**src/verilog/bfs_params.svh**
```systemverilog
// Offsets, fields, resets and timing of the supervisor
`ifndef BFS_PARAMS_SVH
`define BFS_PARAMS_SVH

// ****************
// Register byte offsets
// ****************
`define BFS_OFF_CTRL      8'h00
`define BFS_OFF_TIME      8'h04
`define BFS_OFF_THRESH    8'h08
`define BFS_OFF_STATUS    8'h0C
`define BFS_OFF_ACK       8'h10
`define BFS_OFF_IRQ_STAT  8'h14
`define BFS_OFF_IRQ_CLR   8'h18
`define BFS_OFF_IRQ_EN    8'h1C

// ****************
// Field positions
// ****************
`define BFS_CTRL_SCHEME_LSB  0
`define BFS_CTRL_TMODE_LSB   2
`define BFS_CTRL_XEN_LSB     4
`define BFS_IRQ_TRIP_BIT     0
`define BFS_IRQ_REJECT_BIT   1
`define BFS_IRQ_OPEN_BIT     2
`define BFS_IRQ_START_BIT    3

// ****************
// Reset values
// ****************
`define BFS_CTRL_RST    7'h00
`define BFS_TIME_RST    16'h0064
`define BFS_THRESH_RST  16'h0100
`define BFS_IRQ_EN_RST  4'h0

// ****************
// Timing
// ****************
`define BFS_CLK_PERIOD_NS  100
`define BFS_TICK_NS        1000000
`define BFS_TICK_CYCLES    (`BFS_TICK_NS / `BFS_CLK_PERIOD_NS)

`endif

```
**src/verilog/bfs_pkg.sv**
```systemverilog
// Types shared by the breaker failure supervisor
package bfs_pkg;

   // ****************
   // Supervision schemes and trigger modes
   // ****************
   typedef enum logic [1:0] {
      current_based_scheme  = 2'h0,
      position_based_scheme = 2'h1,
      combined_scheme       = 2'h2
   } bfs_scheme_t;

   typedef enum logic [1:0] {
      all_trip_commands      = 2'h0,
      external_trip_commands = 2'h1,
      current_trip_commands  = 2'h2,
      no_trip_commands       = 2'h3
   } bfs_tmode_t;

   // ****************
   // Supervisor states, one-hot
   // ****************
   typedef enum logic [3:0] {
      st_standby  = 4'h1,
      st_running  = 4'h2,
      st_rejected = 4'h4,
      st_tripped  = 4'h8
   } bfs_state_t;

endpackage

```
**src/verilog/bfs_supervisor.sv**
```systemverilog
// Breaker failure supervisor with AXI4-Lite registers
//
// What this block does
// Current scheme: failure if current holds at or above threshold.
// Position scheme: failure if no open indication before expiry.
// Combined scheme: failure needs high current and no open indication.
// Timer runs on after all triggers drop.
// Expiry without open detection raises the failure trip.
// Open detection per scheme stops the timer.
// Open with triggers active enters rejected, no restart.
// Rejected returns to standby once all triggers drop.
// Lock rises with trip, holds until acknowledge.
// Outside logic may block closing with the lock.
// Trigger mode: all, external, current or no trip commands.
// Enabled extra triggers ORed with mode triggers.
// Supervision time exceeds relay, breaker, drop-off times and margin.
// Upstream breaker owner opens it with the trip.
// Timer counts ticks; reset clears state, trip, lock and loads the timer with 1.
// Start on trigger rise in standby; no restart while busy.
`timescale 1ns/100ps
`include "bfs_params.svh"
module bfs_supervisor #(
   parameter int TICK_CYCLES = `BFS_TICK_CYCLES,
   parameter int N_EXTRA     = 3,
   parameter int CUR_W       = 16
) (
   input  wire logic               aclk,              // System clock
   input  wire logic               aresetn,           // Sync reset, low
   input  wire logic [7:0]         s_axi_awaddr,      // Write address
   input  wire logic               s_axi_awvalid,     // Write address valid
   output logic                    s_axi_awready,     // Write address ready
   input  wire logic [31:0]        s_axi_wdata,       // Write data
   input  wire logic [3:0]         s_axi_wstrb,       // Write byte strobes
   input  wire logic               s_axi_wvalid,      // Write data valid
   output logic                    s_axi_wready,      // Write data ready
   output logic [1:0]              s_axi_bresp,       // Write response
   output logic                    s_axi_bvalid,      // Write response valid
   input  wire logic               s_axi_bready,      // Write response ready
   input  wire logic [7:0]         s_axi_araddr,      // Read address
   input  wire logic               s_axi_arvalid,     // Read address valid
   output logic                    s_axi_arready,     // Read address ready
   output logic [31:0]             s_axi_rdata,       // Read data
   output logic [1:0]              s_axi_rresp,       // Read response
   output logic                    s_axi_rvalid,      // Read data valid
   input  wire logic               s_axi_rready,      // Read data ready
   input  wire logic               ext_trip_cmd,      // External trips
   input  wire logic               cur_trip_cmd,      // Current trips
   input  wire logic               oth_trip_cmd,      // Other trips
   input  wire logic [N_EXTRA-1:0] extra_trigger_input, // Extra triggers
   input  wire logic [CUR_W-1:0]   meas_current,      // Measured current
   input  wire logic               pos_open,          // Open indication
   output logic                    failure_trip,      // Backup trip
   output logic                    failure_lock,      // Latched lock
   output logic                    irq                // Interrupt, level
);

   // ****************
   // Registers
   // ****************
   localparam logic [1:0] RESP_OKAY   = 2'h0;
   localparam logic [1:0] RESP_SLVERR = 2'h2;

   logic [6:0]           ctrl_r;
   logic [15:0]          time_r;
   logic [CUR_W-1:0]     thresh_r;
   logic [3:0]           irq_stat_r;
   logic [3:0]           irq_en_r;
   bfs_pkg::bfs_state_t  state_r;
   bfs_pkg::bfs_state_t  state_nxt;
   logic [15:0]          tcount_r;
   logic                 trig_prev_r;
   logic                 failure_trip_r;
   logic                 failure_lock_r;

   logic                 aw_held_r;
   logic [7:0]           aw_addr_r;
   logic                 w_held_r;
   logic [31:0]          w_data_r;
   logic [3:0]           w_strb_r;

   // Byte-lane merge honouring write strobes
   function automatic logic [31:0] strb_merge(input logic [31:0] old_v,
                                              input logic [31:0] new_v,
                                              input logic [3:0]  strb);
      logic [31:0] res;
      res = old_v;
      for (int i = 0; i < 4; i++) begin
         if (strb[i]) begin
            res[8*i +: 8] = new_v[8*i +: 8];
         end
      end
      return res;
   endfunction

   // Address decode, shared by read and write paths
   function automatic logic addr_known(input logic [7:0] a);
      case (a)
         `BFS_OFF_CTRL, `BFS_OFF_TIME, `BFS_OFF_THRESH, `BFS_OFF_STATUS,
         `BFS_OFF_ACK, `BFS_OFF_IRQ_STAT, `BFS_OFF_IRQ_CLR,
         `BFS_OFF_IRQ_EN: addr_known = 1'b1;
         default: addr_known = 1'b0;
      endcase
   endfunction

   // ****************
   // AXI4-Lite write channel
   // ****************
   logic        wr_go;
   logic [7:0]  wr_addr;
   logic [31:0] wr_data;
   logic [3:0]  wr_strb;

   assign s_axi_awready = !aw_held_r && !s_axi_bvalid;
   assign s_axi_wready  = !w_held_r && !s_axi_bvalid;
   assign wr_addr = aw_held_r ? aw_addr_r : s_axi_awaddr;
   assign wr_data = w_held_r ? w_data_r : s_axi_wdata;
   assign wr_strb = w_held_r ? w_strb_r : s_axi_wstrb;
   assign wr_go   = (aw_held_r || (s_axi_awvalid && s_axi_awready))
                    && (w_held_r || (s_axi_wvalid && s_axi_wready));

   always_ff @(posedge aclk) begin
      if (!aresetn || wr_go) begin
         aw_held_r <= 1'b0;
         aw_addr_r <= 8'h00;
      end else if (s_axi_awvalid && s_axi_awready) begin
         aw_held_r <= 1'b1;
         aw_addr_r <= s_axi_awaddr;
      end
   end

   always_ff @(posedge aclk) begin
      if (!aresetn || wr_go) begin
         w_held_r <= 1'b0;
         w_data_r <= 32'h00000000;
         w_strb_r <= 4'h0;
      end else if (s_axi_wvalid && s_axi_wready) begin
         w_held_r <= 1'b1;
         w_data_r <= s_axi_wdata;
         w_strb_r <= s_axi_wstrb;
      end
   end

   always_ff @(posedge aclk) begin
      if (!aresetn) begin
         s_axi_bvalid <= 1'b0;
         s_axi_bresp  <= RESP_OKAY;
      end else if (wr_go) begin
         s_axi_bvalid <= 1'b1;
         s_axi_bresp  <= addr_known(wr_addr) ? RESP_OKAY : RESP_SLVERR;
      end else if (s_axi_bready) begin
         s_axi_bvalid <= 1'b0;
      end
   end

   logic wr_ctrl;
   logic wr_ack;
   logic wr_clr;
   assign wr_ctrl = wr_go && wr_addr == `BFS_OFF_CTRL;
   assign wr_ack  = wr_go && wr_addr == `BFS_OFF_ACK && wr_strb[0] && wr_data[0];
   assign wr_clr  = wr_go && wr_addr == `BFS_OFF_IRQ_CLR && wr_strb[0];

   always_ff @(posedge aclk) begin
      if (!aresetn) begin
         ctrl_r <= `BFS_CTRL_RST;
      end else if (wr_ctrl) begin
         ctrl_r <= 7'(strb_merge({25'h0, ctrl_r}, wr_data, wr_strb));
      end
   end

   always_ff @(posedge aclk) begin
      if (!aresetn) begin
         time_r   <= `BFS_TIME_RST;
         thresh_r <= CUR_W'(`BFS_THRESH_RST);
         irq_en_r <= `BFS_IRQ_EN_RST;
      end else if (wr_go) begin
         if (wr_addr == `BFS_OFF_TIME) begin
            time_r <= 16'(strb_merge({16'h0, time_r}, wr_data, wr_strb));
         end
         if (wr_addr == `BFS_OFF_THRESH) begin
            thresh_r <= CUR_W'(strb_merge(32'(thresh_r), wr_data, wr_strb));
         end
         if (wr_addr == `BFS_OFF_IRQ_EN) begin
            irq_en_r <= 4'(strb_merge({28'h0, irq_en_r}, wr_data, wr_strb));
         end
      end
   end

   // ****************
   // Trigger selection
   // ****************
   bfs_pkg::bfs_scheme_t scheme;
   bfs_pkg::bfs_tmode_t  tmode;
   logic [N_EXTRA-1:0]   xen;
   logic                 mode_trig;
   logic                 trig_any;
   logic                 trig_rise;

   assign scheme = bfs_pkg::bfs_scheme_t'(ctrl_r[`BFS_CTRL_SCHEME_LSB +: 2]);
   assign tmode  = bfs_pkg::bfs_tmode_t'(ctrl_r[`BFS_CTRL_TMODE_LSB +: 2]);
   assign xen    = ctrl_r[`BFS_CTRL_XEN_LSB +: N_EXTRA];

   always_comb begin
      unique case (tmode)
         bfs_pkg::all_trip_commands:      mode_trig = ext_trip_cmd | cur_trip_cmd | oth_trip_cmd;
         bfs_pkg::external_trip_commands: mode_trig = ext_trip_cmd;
         bfs_pkg::current_trip_commands:  mode_trig = cur_trip_cmd;
         bfs_pkg::no_trip_commands:       mode_trig = 1'b0;
      endcase
   end

   assign trig_any  = mode_trig | (|(extra_trigger_input & xen));
   assign trig_rise = trig_any && !trig_prev_r;

   always_ff @(posedge aclk) begin
      if (!aresetn) begin
         trig_prev_r <= 1'b0;
      end else begin
         trig_prev_r <= trig_any;
      end
   end

   // ****************
   // Open detection per scheme
   // ****************
   logic cur_low;
   logic opened;

   assign cur_low = meas_current < thresh_r;

   always_comb begin
      // Combined: either open indication clears
      case (scheme)
         bfs_pkg::position_based_scheme: opened = pos_open;
         bfs_pkg::combined_scheme:       opened = cur_low | pos_open;
         default:                        opened = cur_low;
      endcase
   end

   // ****************
   // Supervision timer and state machine
   // ****************
   logic start;
   logic tick;
   logic expire;

   assign start  = state_r == bfs_pkg::st_standby && trig_rise;
   assign expire = tick && tcount_r >= time_r;

   bfs_tick_gen #(
      .TICK_CYCLES (TICK_CYCLES)
   ) u_tick (
      .aclk    (aclk),
      .aresetn (aresetn),
      .restart (start),
      .tick    (tick)
   );

   always_comb begin
      state_nxt = state_r;
      unique case (state_r)
         bfs_pkg::st_standby: begin
            if (start) begin
               state_nxt = bfs_pkg::st_running;
            end
         end
         bfs_pkg::st_running: begin
            // Timer ignores trigger level
            if (opened) begin
               state_nxt = trig_any ? bfs_pkg::st_rejected : bfs_pkg::st_standby;
            end else if (expire) begin
               state_nxt = bfs_pkg::st_tripped;
            end
         end
         bfs_pkg::st_rejected: begin
            if (!trig_any) begin
               state_nxt = bfs_pkg::st_standby;
            end
         end
         bfs_pkg::st_tripped: begin
            if (!trig_any) begin
               state_nxt = bfs_pkg::st_standby;
            end
         end
         default: state_nxt = bfs_pkg::st_standby;
      endcase
   end

   always_ff @(posedge aclk) begin
      if (!aresetn) begin
         state_r <= bfs_pkg::st_standby;
      end else begin
         state_r <= state_nxt;
      end
   end

   // Saturates, cannot wrap
   always_ff @(posedge aclk) begin
      if (!aresetn || start || state_r != bfs_pkg::st_running) begin
         tcount_r <= 16'h0001;
      end else if (tick && tcount_r != 16'hFFFF) begin
         tcount_r <= tcount_r + 16'h0001;
      end
   end

   logic trip_evt;
   assign trip_evt = state_r == bfs_pkg::st_running && state_nxt == bfs_pkg::st_tripped;

   always_ff @(posedge aclk) begin
      if (!aresetn) begin
         failure_trip_r <= 1'b0;
      end else begin
         failure_trip_r <= state_nxt == bfs_pkg::st_tripped;
      end
   end

   // Trip wins over same-cycle acknowledge
   always_ff @(posedge aclk) begin
      if (!aresetn) begin
         failure_lock_r <= 1'b0;
      end else if (trip_evt) begin
         failure_lock_r <= 1'b1;
      end else if (wr_ack) begin
         failure_lock_r <= 1'b0;
      end
   end

   assign failure_trip = failure_trip_r;
   assign failure_lock = failure_lock_r;

   // ****************
   // Interrupts
   // ****************
   logic [3:0] irq_evt;
   assign irq_evt[`BFS_IRQ_TRIP_BIT]   = trip_evt;
   assign irq_evt[`BFS_IRQ_REJECT_BIT] = state_r == bfs_pkg::st_running
                                         && state_nxt == bfs_pkg::st_rejected;
   assign irq_evt[`BFS_IRQ_OPEN_BIT]   = state_r == bfs_pkg::st_running && opened;
   assign irq_evt[`BFS_IRQ_START_BIT]  = start;

   always_ff @(posedge aclk) begin
      if (!aresetn) begin
         irq_stat_r <= 4'h0;
      end else begin
         irq_stat_r <= (irq_stat_r & ~(wr_clr ? wr_data[3:0] : 4'h0)) | irq_evt;
      end
   end

   assign irq = |(irq_stat_r & irq_en_r);

   // ****************
   // AXI4-Lite read channel
   // ****************
   logic [31:0] rd_val;

   always_comb begin
      case (s_axi_araddr)
         `BFS_OFF_CTRL:     rd_val = {25'h0, ctrl_r};
         `BFS_OFF_TIME:     rd_val = {16'h0, time_r};
         `BFS_OFF_THRESH:   rd_val = 32'(thresh_r);
         `BFS_OFF_STATUS:   rd_val = {24'h0, trig_any, failure_lock_r, failure_trip_r, 1'b0, state_r};
         `BFS_OFF_IRQ_STAT: rd_val = {28'h0, irq_stat_r};
         `BFS_OFF_IRQ_EN:   rd_val = {28'h0, irq_en_r};
         default:           rd_val = 32'h00000000;
      endcase
   end

   assign s_axi_arready = !s_axi_rvalid;

   always_ff @(posedge aclk) begin
      if (!aresetn) begin
         s_axi_rvalid <= 1'b0;
         s_axi_rdata  <= 32'h00000000;
         s_axi_rresp  <= RESP_OKAY;
      end else if (s_axi_arvalid && s_axi_arready) begin
         s_axi_rvalid <= 1'b1;
         s_axi_rdata  <= rd_val;
         s_axi_rresp  <= addr_known(s_axi_araddr) ? RESP_OKAY : RESP_SLVERR;
      end else if (s_axi_rready) begin
         s_axi_rvalid <= 1'b0;
      end
   end

endmodule

```
**src/verilog/bfs_tick_gen.sv**
```systemverilog
// Fixed-rate timebase for the supervision timer
`timescale 1ns/100ps
module bfs_tick_gen #(
   parameter int TICK_CYCLES = 10000
) (
   input  wire logic aclk,     // System clock
   input  wire logic aresetn,  // Synchronous reset, active low
   input  wire logic restart,  // Realign the tick phase
   output logic      tick      // One-cycle pulse per period
);

   localparam int CW = (TICK_CYCLES > 1) ? $clog2(TICK_CYCLES) : 1;
   localparam logic [CW-1:0] LAST = CW'(TICK_CYCLES - 1);

   logic [CW-1:0] cnt_r;

   // Restart gives a full first period
   always_ff @(posedge aclk) begin
      if (!aresetn || restart || cnt_r == LAST) begin
         cnt_r <= '0;
      end else begin
         cnt_r <= cnt_r + CW'(1);
      end
   end

   always_ff @(posedge aclk) begin
      if (!aresetn) begin
         tick <= 1'b0;
      end else begin
         tick <= !restart && cnt_r == LAST;
      end
   end

endmodule

```
**config.mk**
```make
export PLATFORM = sky130hd
export DESIGN_NAME = bfs_supervisor
export DESIGN_NICKNAME = d
export VERILOG_FILES = /design/src/verilog/bfs_pkg.sv /design/src/verilog/bfs_supervisor.sv /design/src/verilog/bfs_tick_gen.sv
export VERILOG_INCLUDE_DIRS = /design/src /design/src/verilog
export SDC_FILE = /design/constraint.sdc
export NUM_CORES = 1
export LEC_CHECK = 0
export BUFFER_PORTS_ARGS = -buffer_cell sky130_fd_sc_hd__buf_2
export CORE_UTILIZATION = 30
export DETAILED_ROUTE_END_ITERATION = 8
export PLACE_DENSITY_LB_ADDON = 0.05
export SETUP_SLACK_MARGIN = 0.5
export SYNTH_ARGS = -nofsm -noshare
export SYNTH_HDL_FRONTEND = slang
export SYNTH_SLANG_ARGS = --single-unit
```
**constraint.sdc**
```tcl
create_clock -name aclk -period 3.1 [get_ports aclk]
set_input_delay 0.155 -clock aclk [delete_from_list [all_inputs] [get_ports aclk]]
set_output_delay 0.155 -clock aclk [all_outputs]
set_load 0.02 [all_outputs]
```
### Yosys cells after proc, flatten, opt, wreduce, memory -nomap -nowiden

Memory sizes are Yosys's and may differ from the RTL's.
Index checks and enable logic that the tools add are counted.

* register bits after elaboration: 151
* memory bits (read-only): 64
* bits of input ports: 82
* output and inout bits: 44
* word-level logic and storage cells: 140
* memories: 2

Memory list
* (no name shown): depth 32, width 1, read ports 1, clocked after Yosys merged registers in 0, write ports 0, line bfs_supervisor.sv:97 `case (a)`
* (no name shown): depth 32, width 1, read ports 1, clocked after Yosys merged registers in 0, write ports 0, line bfs_supervisor.sv:97

* add/sub/neg operators: 2
* order comparisons: 2
* eq/ne operators: 24
* mux-type cells: 27
* bitwise operators: 9
* reduce and logical (&&, ||, !) cells: 50

Operators by type and width (number)
* $pmux W16 S6: 1
* $eq A8 B5 Y1 const B: 5
* $eq A8 B4 Y1 const B: 3
* $logic_and A1 B1 Y1: 20
* $mux W4: 5
* $add A16 B1 Y16 const B: 1
* $eq A8 B3 Y1 const B: 2
* $ge A16 B16 Y1: 1
* $logic_not A8 Y1: 2
* $lt A16 B16 Y1: 1
* $mux W16: 1
* $ne A16 B16 Y1 const B: 1
* $reduce_and A3 Y1: 5
* $add A14 B1 Y14 const B: 1
* $eq A14 B14 Y1 const B: 1
* $mux W1: 12
* $pmux W4 S3: 1
* $and A4 B4 Y4: 2
* $eq A4 B3 Y1 const B: 2
* $eq A4 B4 Y1 const B: 2
* $mux W8: 1
* $logic_not A1 Y1: 7
* $eq A2 B2 Y1 const B: 3
* $logic_not A3 Y1: 2
* 19 further kinds: 32

### Longest topological paths before layout

Gate-level depths: netlist of run 1.

* depth after elaboration: 11
* gate-level depth with buffers: 7
* mapped depth without buffers: 7

### By module

Synthesis of run 1 repeated with hierarchy kept, for this count alone.

* cell total of the unflattened synthesis: 790
* area, all modules: 6794.0 um2

Modules (own cells, without submodules)
* bfs_supervisor: times used 1, cells each 721, area an instance 6148.4 um2, sequential area each 2362.3 um2
* bfs_tick_gen: times used 1, cells each 69, area an instance 645.6 um2, sequential area each 300.3 um2

### Least setup slack after synthesis of run 1

Ideal clock, no wire load.

* kind: register to register
* from: register aw_addr_r[5]
* to: register thresh_r[10]
* setup time: 0.114 ns
* arrival time: 2.173 ns
* required time: 2.986 ns
* setup slack: 0.813 ns
* cell stages (with the launch flop): 6
* path buffers: 0
* clock period less this slack: 2.287 ns
* cells stage by stage: dfxtp_1 or4_1 or3_4 a2111oi_4 mux2i_1 nor2_1

* cells in the longest elaborated chain, start to end: 3

Ends and longest elaborated chain
* start: declaration: line bfs_supervisor.sv:76 `logic [7:0] aw_addr_r;`
* start signal: assignment: line bfs_supervisor.sv:127 `aw_addr_r <= s_axi_awaddr;`
* $mux W8: line bfs_supervisor.sv:115 `assign wr_addr = aw_held_r ? aw_addr_r : s_axi_awaddr;`
* $eq A8 B4 Y1 (no source line)
* $reduce_and A3 Y1 (no source line)
* end signal: assignment: line bfs_supervisor.sv:173 `` thresh_r <= CUR_W'(`BFS_THRESH_RST); ``
* end signal: assignment: line bfs_supervisor.sv:180 `thresh_r <= CUR_W'(strb_merge(32'(thresh_r), wr_data, wr_strb));`
* end: declaration: line bfs_supervisor.sv:65 `logic [CUR_W-1:0] thresh_r;`

No other way between the ends.
A chain may end at the register's enable or synchronous reset.

### Worst setup path in the final report of run 1

* from: input port s_axi_awaddr[6]
* to: register irq_en_r[3]

* cells in the longest elaborated chain, start to end: 3

Ends and longest elaborated chain
* start: declaration: line bfs_supervisor.sv:29 `input wire logic [7:0] s_axi_awaddr,`
* $mux W8: line bfs_supervisor.sv:115
* $eq A8 B5 Y1 (no source line)
* $reduce_and A3 Y1 (no source line)
* end signal: assignment: line bfs_supervisor.sv:174 `` irq_en_r <= `BFS_IRQ_EN_RST; ``
* end signal: assignment: line bfs_supervisor.sv:183 `irq_en_r <= 4'(strb_merge({28'h0, irq_en_r}, wr_data, wr_strb));`
* end: declaration: line bfs_supervisor.sv:67 `logic [3:0] irq_en_r;`

No other way between the ends.

==> results of run 1 <==
-- logic make-up after synthesis --
family                     after synthesis  share of synthesized area, %
and+or+nand+nor                        268                         18.33
AOI/OAI and AO/OA                      159                         16.04
DFF                                    133                         38.92
buffers and inverters                   96                         6.951
muxes                                   59                         10.10
adders and majority gates               35                         6.402
xor gates and xnor gates                25                         3.201
other                                    1                       0.05482
-- flip-flops by register name, indices dropped and copies added (netlist names), 2 cells and up --
register,count
s_axi_rdata,16
tcount_r,16
thresh_r,16
time_r,16
w_data_r,16
u_tick.cnt_r,14
aw_addr_r,8
ctrl_r,7
irq_en_r,4
irq_stat_r,4
state_r,4
w_strb_r,2
-- report_power, final --
group,internal [W],total [W],switching (W),leakage (nW)
combinational,0.000177,0.000456,0.000279,1.89
clock,0.00129,0.00215,0.000866,0.291
sequential,0.00175,0.00179,0.0000358,1.08
total,0.00321,0.00440,0.00118,3.26
-- critical path: stages --
cell and delay [ns]:
dlygate4sd3_1 0.52, buf_2 0.13, or4_4 0.52, or4b_4 0.59, a2111oi_4 0.54, mux2i_1 0.25
nor2_1 0.05
-- worst paths after layout --
kind | startpoint | depth (start not counted) | slack (ns) | endpoint
max reg2reg | aw_held_r | 5 | 0.65 | irq_en_r[3]
max | s_axi_awaddr[6] | 7 | 0.65 | irq_en_r[3]
min | aresetn | 2 | 0.008 | s_axi_rresp[1]
min reg2reg | w_data_r[2] | 2 | 0.45 | w_data_r[2]
-- area by class of cell --
| class | count | area, um^2 | area share [%] |
|---|---|---|---|
| sequential | 133 | 2663 | 31.84 |
| inverter | 45 | 168.9 | 2.020 |
| timing repair buffer | 125 | 778.2 | 9.306 |
| antenna | 1 | 2.502 | 0.02992 |
| tap | 280 | 350.3 | 4.189 |
| multi-input combinational | 564 | 3780 | 45.20 |
| clock inverter | 15 | 195.2 | 2.334 |
| clock buffer | 17 | 425.4 | 5.087 |
-- metrics by stage --
stage | hold slack, ns | area (um^2) | instances | util, % | setup WS (ns)
final | 0.008141 | 8363 | 1180 | 37.85 | 0.6490
after floorplan | 0.2551 | 6904 | 793 | - | 0.8129
after global routing | 0.006387 | 8361 | 1179 | 37.84 | 0.5114
after CTS | 0.002839 | 8347 | 1179 | 37.78 | 0.5710
after global placement | 0.3437 | 7476 | 1122 | 33.84 | 0.6750
after detailed placement | 0.3488 | 7476 | 1122 | 33.84 | 0.6484
-- routing by layer --
layer | up-vias | track usage (%)
met3 | 15 | 3.544
met2 | 130 | 27.65
li1 | 2940 | -
met4 | 0 | 4.762
met1 | 2793 | 24.76
met5 | - | 0
-- what timing repair did --
action	4_1_cts	5_1_grt
hold buffers	25	0
gates resized for setup	0	3
hold endpoints to repair	25	0
setup endpoints to repair	0	18
-- placed cells by master (no fill, tap or decap), types with 4 or more instances in the layout --
| master | instances |
|---|---|
| and3_1 | 6 |
| a21oi_1 | 43 |
| nor3_1 | 19 |
| o21ai_0 | 23 |
| ha_1 | 35 |
| nand4_1 | 10 |
| nand2_1 | 67 |
| inv_6 | 4 |
| mux2_2 | 20 |
| xor2_1 | 11 |
| mux2i_1 | 32 |
| inv_1 | 44 |
| o211ai_1 | 14 |
| and2_1 | 5 |
| buf_2 | 89 |
| xnor2_1 | 14 |
| conb_1 | 18 |
| nor2_1 | 105 |
| o21a_1 | 4 |
| clkinvlp_4 | 4 |
| a22oi_1 | 15 |
| mux4_2 | 6 |
| dfxtp_1 | 133 |
| and4_1 | 5 |
| a211oi_1 | 27 |
| clkbuf_16 | 17 |
| buf_4 | 11 |
| dlygate4sd3_1 | 25 |
| nand3_1 | 20 |
| nor2b_1 | 7 |
==> impl_summary.log, run 1 <==
INFO  metric tritoncts_clock_tree = done
INFO  metric clock_tree.root_cell = clkbuf_16
INFO  metric wire_per_inst = 16.99 um
INFO  metric synthToLayoutAreaGrowth = 22.26%
INFO  metric cts_setup_buffers = 0
INFO  metric gr-total-overflow = 0
INFO  metric crit_arrival = 2.76 ns
INFO  metric cts.clk_slew.worst_paths = 0.06 ns
INFO  metric worst_slew_pin_slew = 0.8577 ns
INFO  metric ys.flop_type = dfxtp_1
INFO  metric drt-met1-wl = 10140 um
INFO  metric final.fill_count = 2231
INFO  metric floorplan.rows = 54
INFO  metric dieArea = 0.02341 mm^2
INFO  metric syn_area_per_cell = 8.815 um^2
INFO  metric p_leak = 3.255 nW
INFO  metric critical_path.endpoint_type = flip-flop
INFO  metric wirelength = 20050 um
INFO  metric first_global_vias = 5826
INFO  metric floorplan.die.height = 153 um
INFO  metric track_usage = 17.72%
INFO  metric critPathRequiredTime = 3.41 ns
INFO  metric top_layer = met4
INFO  metric io_buffers = 89
INFO  metric floorplan.initialDensity = 30.96%
INFO  metric worstSkewPairLatency = 0.43 ns
INFO  metric syn-instance-count = 776
INFO  metric drive_above_1_share = 19.35%
INFO  metric drt_first_pass_iters = 5
INFO  metric antenna_violations_before_repair = 1
INFO  metric die-width = 153 um
INFO  metric dr_wl_met2 = 8900 um
INFO  metric fin_crit_sh = 79.06%
INFO  metric pin_count_of_the_biggest_net_entering_global_routing = 29
INFO  metric maxSlewViolCount = 0
INFO  metric synthesis.area = 0.006840 mm^2
INFO  metric report.final.setup_viol = 0
INFO  metric synth_commonest_cells = dfxtp_1, nor2_1, nand2_1
INFO  metric cts_num_sinks = 133
INFO  metric final_replace_weighted_congestion = 0.8278
INFO  metric synthArstFlopShare = 0%
INFO  metric final_net_count = 1003
INFO  metric timing.final.crit_period = 2.451 ns
INFO  metric post-synth-top-count-cell = dfxtp_1
INFO  metric power_density = 525.5 mW/mm^2
INFO  metric slew_headroom = 42.68%
INFO  metric htreeDepth = 4
INFO  metric dr_total_vias = 5878
INFO  metric yosysWarningCount = 0
INFO  metric first_pass_grt_wire_length = 32010 um
INFO  metric worst_min_path_class = input port to flip-flop
INFO  metric io-pin-count = 126
INFO  metric synth.ff_latch_count = 133
INFO  metric clock_skew = 0.01251 ns
INFO  metric rsz0062_at_grt = no
INFO  metric maxClockFrequency = 408.0 MHz
INFO  metric cts-root-to-sink-buffers = 2
INFO  metric synth_cell_types = 67
INFO  metric core_area = 0.02209 mm^2
INFO  metric timing.critical_path.from_type = input port
INFO  metric ys_seq_area_share = 38.92%
INFO  metric path_max_fanout = 7
INFO  metric outcome = completed
INFO  metric dr_wl_met3 = 809 um
INFO  metric worstSetupPathType = input port to flip-flop
INFO  metric setup-tns-final = 0 ns
INFO  metric drv_cap = 0
INFO  metric iteration_0_drc_count_of_the_detailed_router = 307
INFO  metric yosys.area.top_type_share = 38.92%
INFO  metric dpl.hpwl = 15300 um
INFO  metric finalHoldViolCount = 0
INFO  metric total_power = 0.004395 W
INFO  metric post-route-drc-count = 0
INFO  metric postRouteAntennaNets = 0
INFO  metric vdd.ir_drop.worst = 0.3292 mV
INFO  metric route.detailed.vias_per_inst = 4.981
INFO  metric area_contributors_post_synth = dfxtp_1, ha_1, nor2_1, mux2i_1, nand2_1
INFO  metric num_cts_buffers = 17
INFO  metric synth.largest_area_cell = dfxtp_1
INFO  metric synth-edff-count = 0
Note: power is estimated with default switching activity, not from simulation.
==> inputs of run 2 (changes only) <==
==> constraint.sdc (replaced) <==
create_clock -name aclk -period 2.2 [get_ports aclk]
set_input_delay 0.11 -clock aclk [delete_from_list [all_inputs] [get_ports aclk]]
set_output_delay 0.11 -clock aclk [all_outputs]
set_load 0.02 [all_outputs]
==> run 2 against run 1 <==
  * The run now ends with setup timing left
  * First-iteration DRC count down 9.8%
  * Sequential share of layout area down 2.3 points
  * Non-clock buffer count up 45
  * Count of clock-buffer cells in the layout up 2
  * Power up 43%
  * Via count up 3.6%
  * Register-to-register slack worse by 0.69 ns
  * Critical path depth unchanged
  * Clock power up 39%
  * Largest cell class unchanged
==> impl_summary.log, run 2 (synthesis results as in run 1) <==
INFO  metric post-route-drc-count = 0
INFO  metric drt_first_pass_iters = 5
INFO  metric cell_depth_of_the_worst_hold_path = 4
INFO  metric antenna_violations_before_repair = 0
INFO  metric io_buffers = 89
INFO  metric gr-total-overflow = 0
INFO  metric track_usage = 18.12%
INFO  metric wire_per_inst = 17.01 um
INFO  metric dr_total_vias = 6087
INFO  metric postRouteAntennaNets = 0
INFO  metric layout.cells.most_common = dfxtp_1
INFO  metric worstSetupPathType = flip-flop to flip-flop
INFO  metric reg2regPathDepth = 7
INFO  metric crit_family = simple AND/OR/NAND/NOR gates
INFO  metric rsz0062_at_grt = yes
INFO  metric slew_headroom = 59.22%
INFO  metric worst_slew_pin_slew = 0.6101 ns
INFO  metric dieArea = 0.02341 mm^2
INFO  metric htreeDepth = 4
INFO  metric hold_path_startpoint = s_axi_awaddr[6]
INFO  metric first_global_vias = 5963
INFO  metric dpl.hpwl = 15390 um
INFO  metric cts.clk_slew.worst_paths = 0.06 ns
INFO  metric finalHoldViolCount = 0
INFO  metric hold-path-endpoint = aw_addr_r[6]
INFO  metric clock_tree.root_cell = clkbuf_16
INFO  metric p_leak = 3.545 nW
INFO  metric num_cts_buffers = 17
INFO  metric dpl.cell_count = 1147
INFO  metric worst-r2r-setup-slack = -0.04 ns
INFO  metric critPathRequiredTime = 2.50 ns
INFO  metric outcome = finished with violations
INFO  metric die-width = 153 um
INFO  metric floorplan.initialDensity = 30.96%
INFO  metric post_layout_nonfiller_instances = 1224
INFO  metric synthToLayoutAreaGrowth = 32.87%
INFO  metric timing.critical_path.buf_inv = 2
INFO  metric cts-root-to-sink-buffers = 2
INFO  metric clock_skew = 0.01114 ns
INFO  metric wirelength = 20820 um
INFO  metric timing.final.crit_period = 2.237 ns
INFO  metric report.final.setup_viol = 4
INFO  metric critical_path.endpoint_type = flip-flop
INFO  metric final_cell_mix = dfxtp_1, nor2_1, buf_2
INFO  metric floorplan.rows = 54
INFO  metric maxClockFrequency = 447.0 MHz
INFO  metric final_critical_path_setup_slack = -0.03699 ns
INFO  metric iteration_0_drc_count_of_the_detailed_router = 277
INFO  metric path_max_fanout = 4
INFO  metric hold_slack = 0.05596 ns
INFO  metric worst_min_path_class = input port to flip-flop
INFO  metric first_pass_grt_wire_length = 32710 um
INFO  metric final.fill_count = 2225
INFO  metric timing.critical_path.slowest_stage_cell = or4_4
INFO  metric diodes = 0
INFO  metric path_cells = or4_4 -> or3_4 -> buf_4 -> buf_6 -> a211o_4 -> o211ai_1 -> o21ai_1
INFO  metric power_density = 690.7 mW/mm^2
INFO  metric tritoncts_clock_tree = done
INFO  metric drive_above_1_share = 29.66%
INFO  metric worstSkewPairLatency = 0.42 ns
INFO  metric route.detailed.vias_per_inst = 4.973
INFO  metric fin_crit_sh = 101.7%
INFO  metric r2r-start = aw_addr_r[5]
INFO  metric floorplan.die.height = 153 um
INFO  metric slowest_delay = 0.53 ns
INFO  metric crit_arrival = 2.53 ns
INFO  metric io-pin-count = 126
INFO  metric timing.critical_path.from_type = flip-flop
INFO  metric core_area = 0.02209 mm^2
INFO  metric drv_cap = 0
INFO  metric final_net_count = 1048
INFO  metric final_replace_weighted_congestion = 0.8193
INFO  metric violations = setup timing
INFO  metric setup-tns-final = -0.07215 ns
INFO  metric cts_num_sinks = 133
INFO  metric maxSlewViolCount = 0
INFO  metric rr_endpoint = irq_stat_r[1]
INFO  metric pin_count_of_the_biggest_net_entering_global_routing = 27
INFO  metric vdd.ir_drop.worst = 0.4033 mV
run 2: report_power, final:
part	switching, W	leakage, nW	internal, W
combinational	0.000452	2.16	0.000326
sequential	0.0000431	1.08	0.00247
clock	0.00116	0.299	0.00183
total	0.00165	3.55	0.00463
run 2: worst max-delay path by stage:
stage	cells after the start	from	endpoint	slack (ns)
6_report	7	aw_addr_r[5]	irq_stat_r[1]	-0.04
5_1_grt	6	aw_addr_r[5]	thresh_r[11]	-0.12
4_1_cts	6	aw_addr_r[5]	thresh_r[11]	-0.03
3_5_place_dp	7	s_axi_awaddr[5]	thresh_r[11]	-0.15
3_3_place_gp	7	s_axi_awaddr[5]	thresh_r[10]	-0.10
2_1_floorplan	5	s_axi_awaddr[5]	thresh_r[10]	-0.05
run 2: metal layers:
| layer | vias up | GRT usage (%) | share of wire (%) |
|---|---|---|---|
| li1 | 3038 | - | - |
| met1 | 2898 | 24.46 | 49 |
| met2 | 139 | 28.99 | 46 |
| met3 | 12 | 3.941 | 4.3 |
| met4 | 0 | 5.147 | 0.83 |
| met5 | - | 0 | 0 |
run 2: timing repair:
action	CTS	global route
setup endpoints to repair	77	90
hold buffers	27	0
hold endpoints to repair	26	0
buffers inserted	10	4
pin swaps	19	17
gates cloned	3	1
gates resized for setup	61	38
run 2: tightest hold or removal path, stage by stage:
cell and delay, ns:
buf_2 0.09, buf_4 0.09, mux2i_1 0.06, nor2_1 0.08
run 2: stage by stage:
step           total power [W]  setup slack [ns]  instance area, um^2  utilization (%)
4_1_cts               0.006329          -0.03189                 8911            40.33
5_1_grt               0.006541           -0.1165                 9089            41.14
3_5_place_dp          0.003225           -0.1476                 7711            34.90
2_1_floorplan         0.003002          -0.05334                 6938                -
6_report              0.006277          -0.03699                 9089            41.14
3_3_place_gp          0.003217           -0.1009                 7711            34.90
run 2: cell type report:
class / instances / area [um^2] / share of cell area (%)
sequential: 133 / 2686 / 29.56
inverter: 45 / 168.9 / 1.858
tap: 280 / 350.3 / 3.855
clock buffer: 19 / 442.9 / 4.873
clock inverter: 13 / 172.7 / 1.900
timing repair buffer: 170 / 1179 / 12.97
multi-input combinational: 564 / 4089 / 44.99
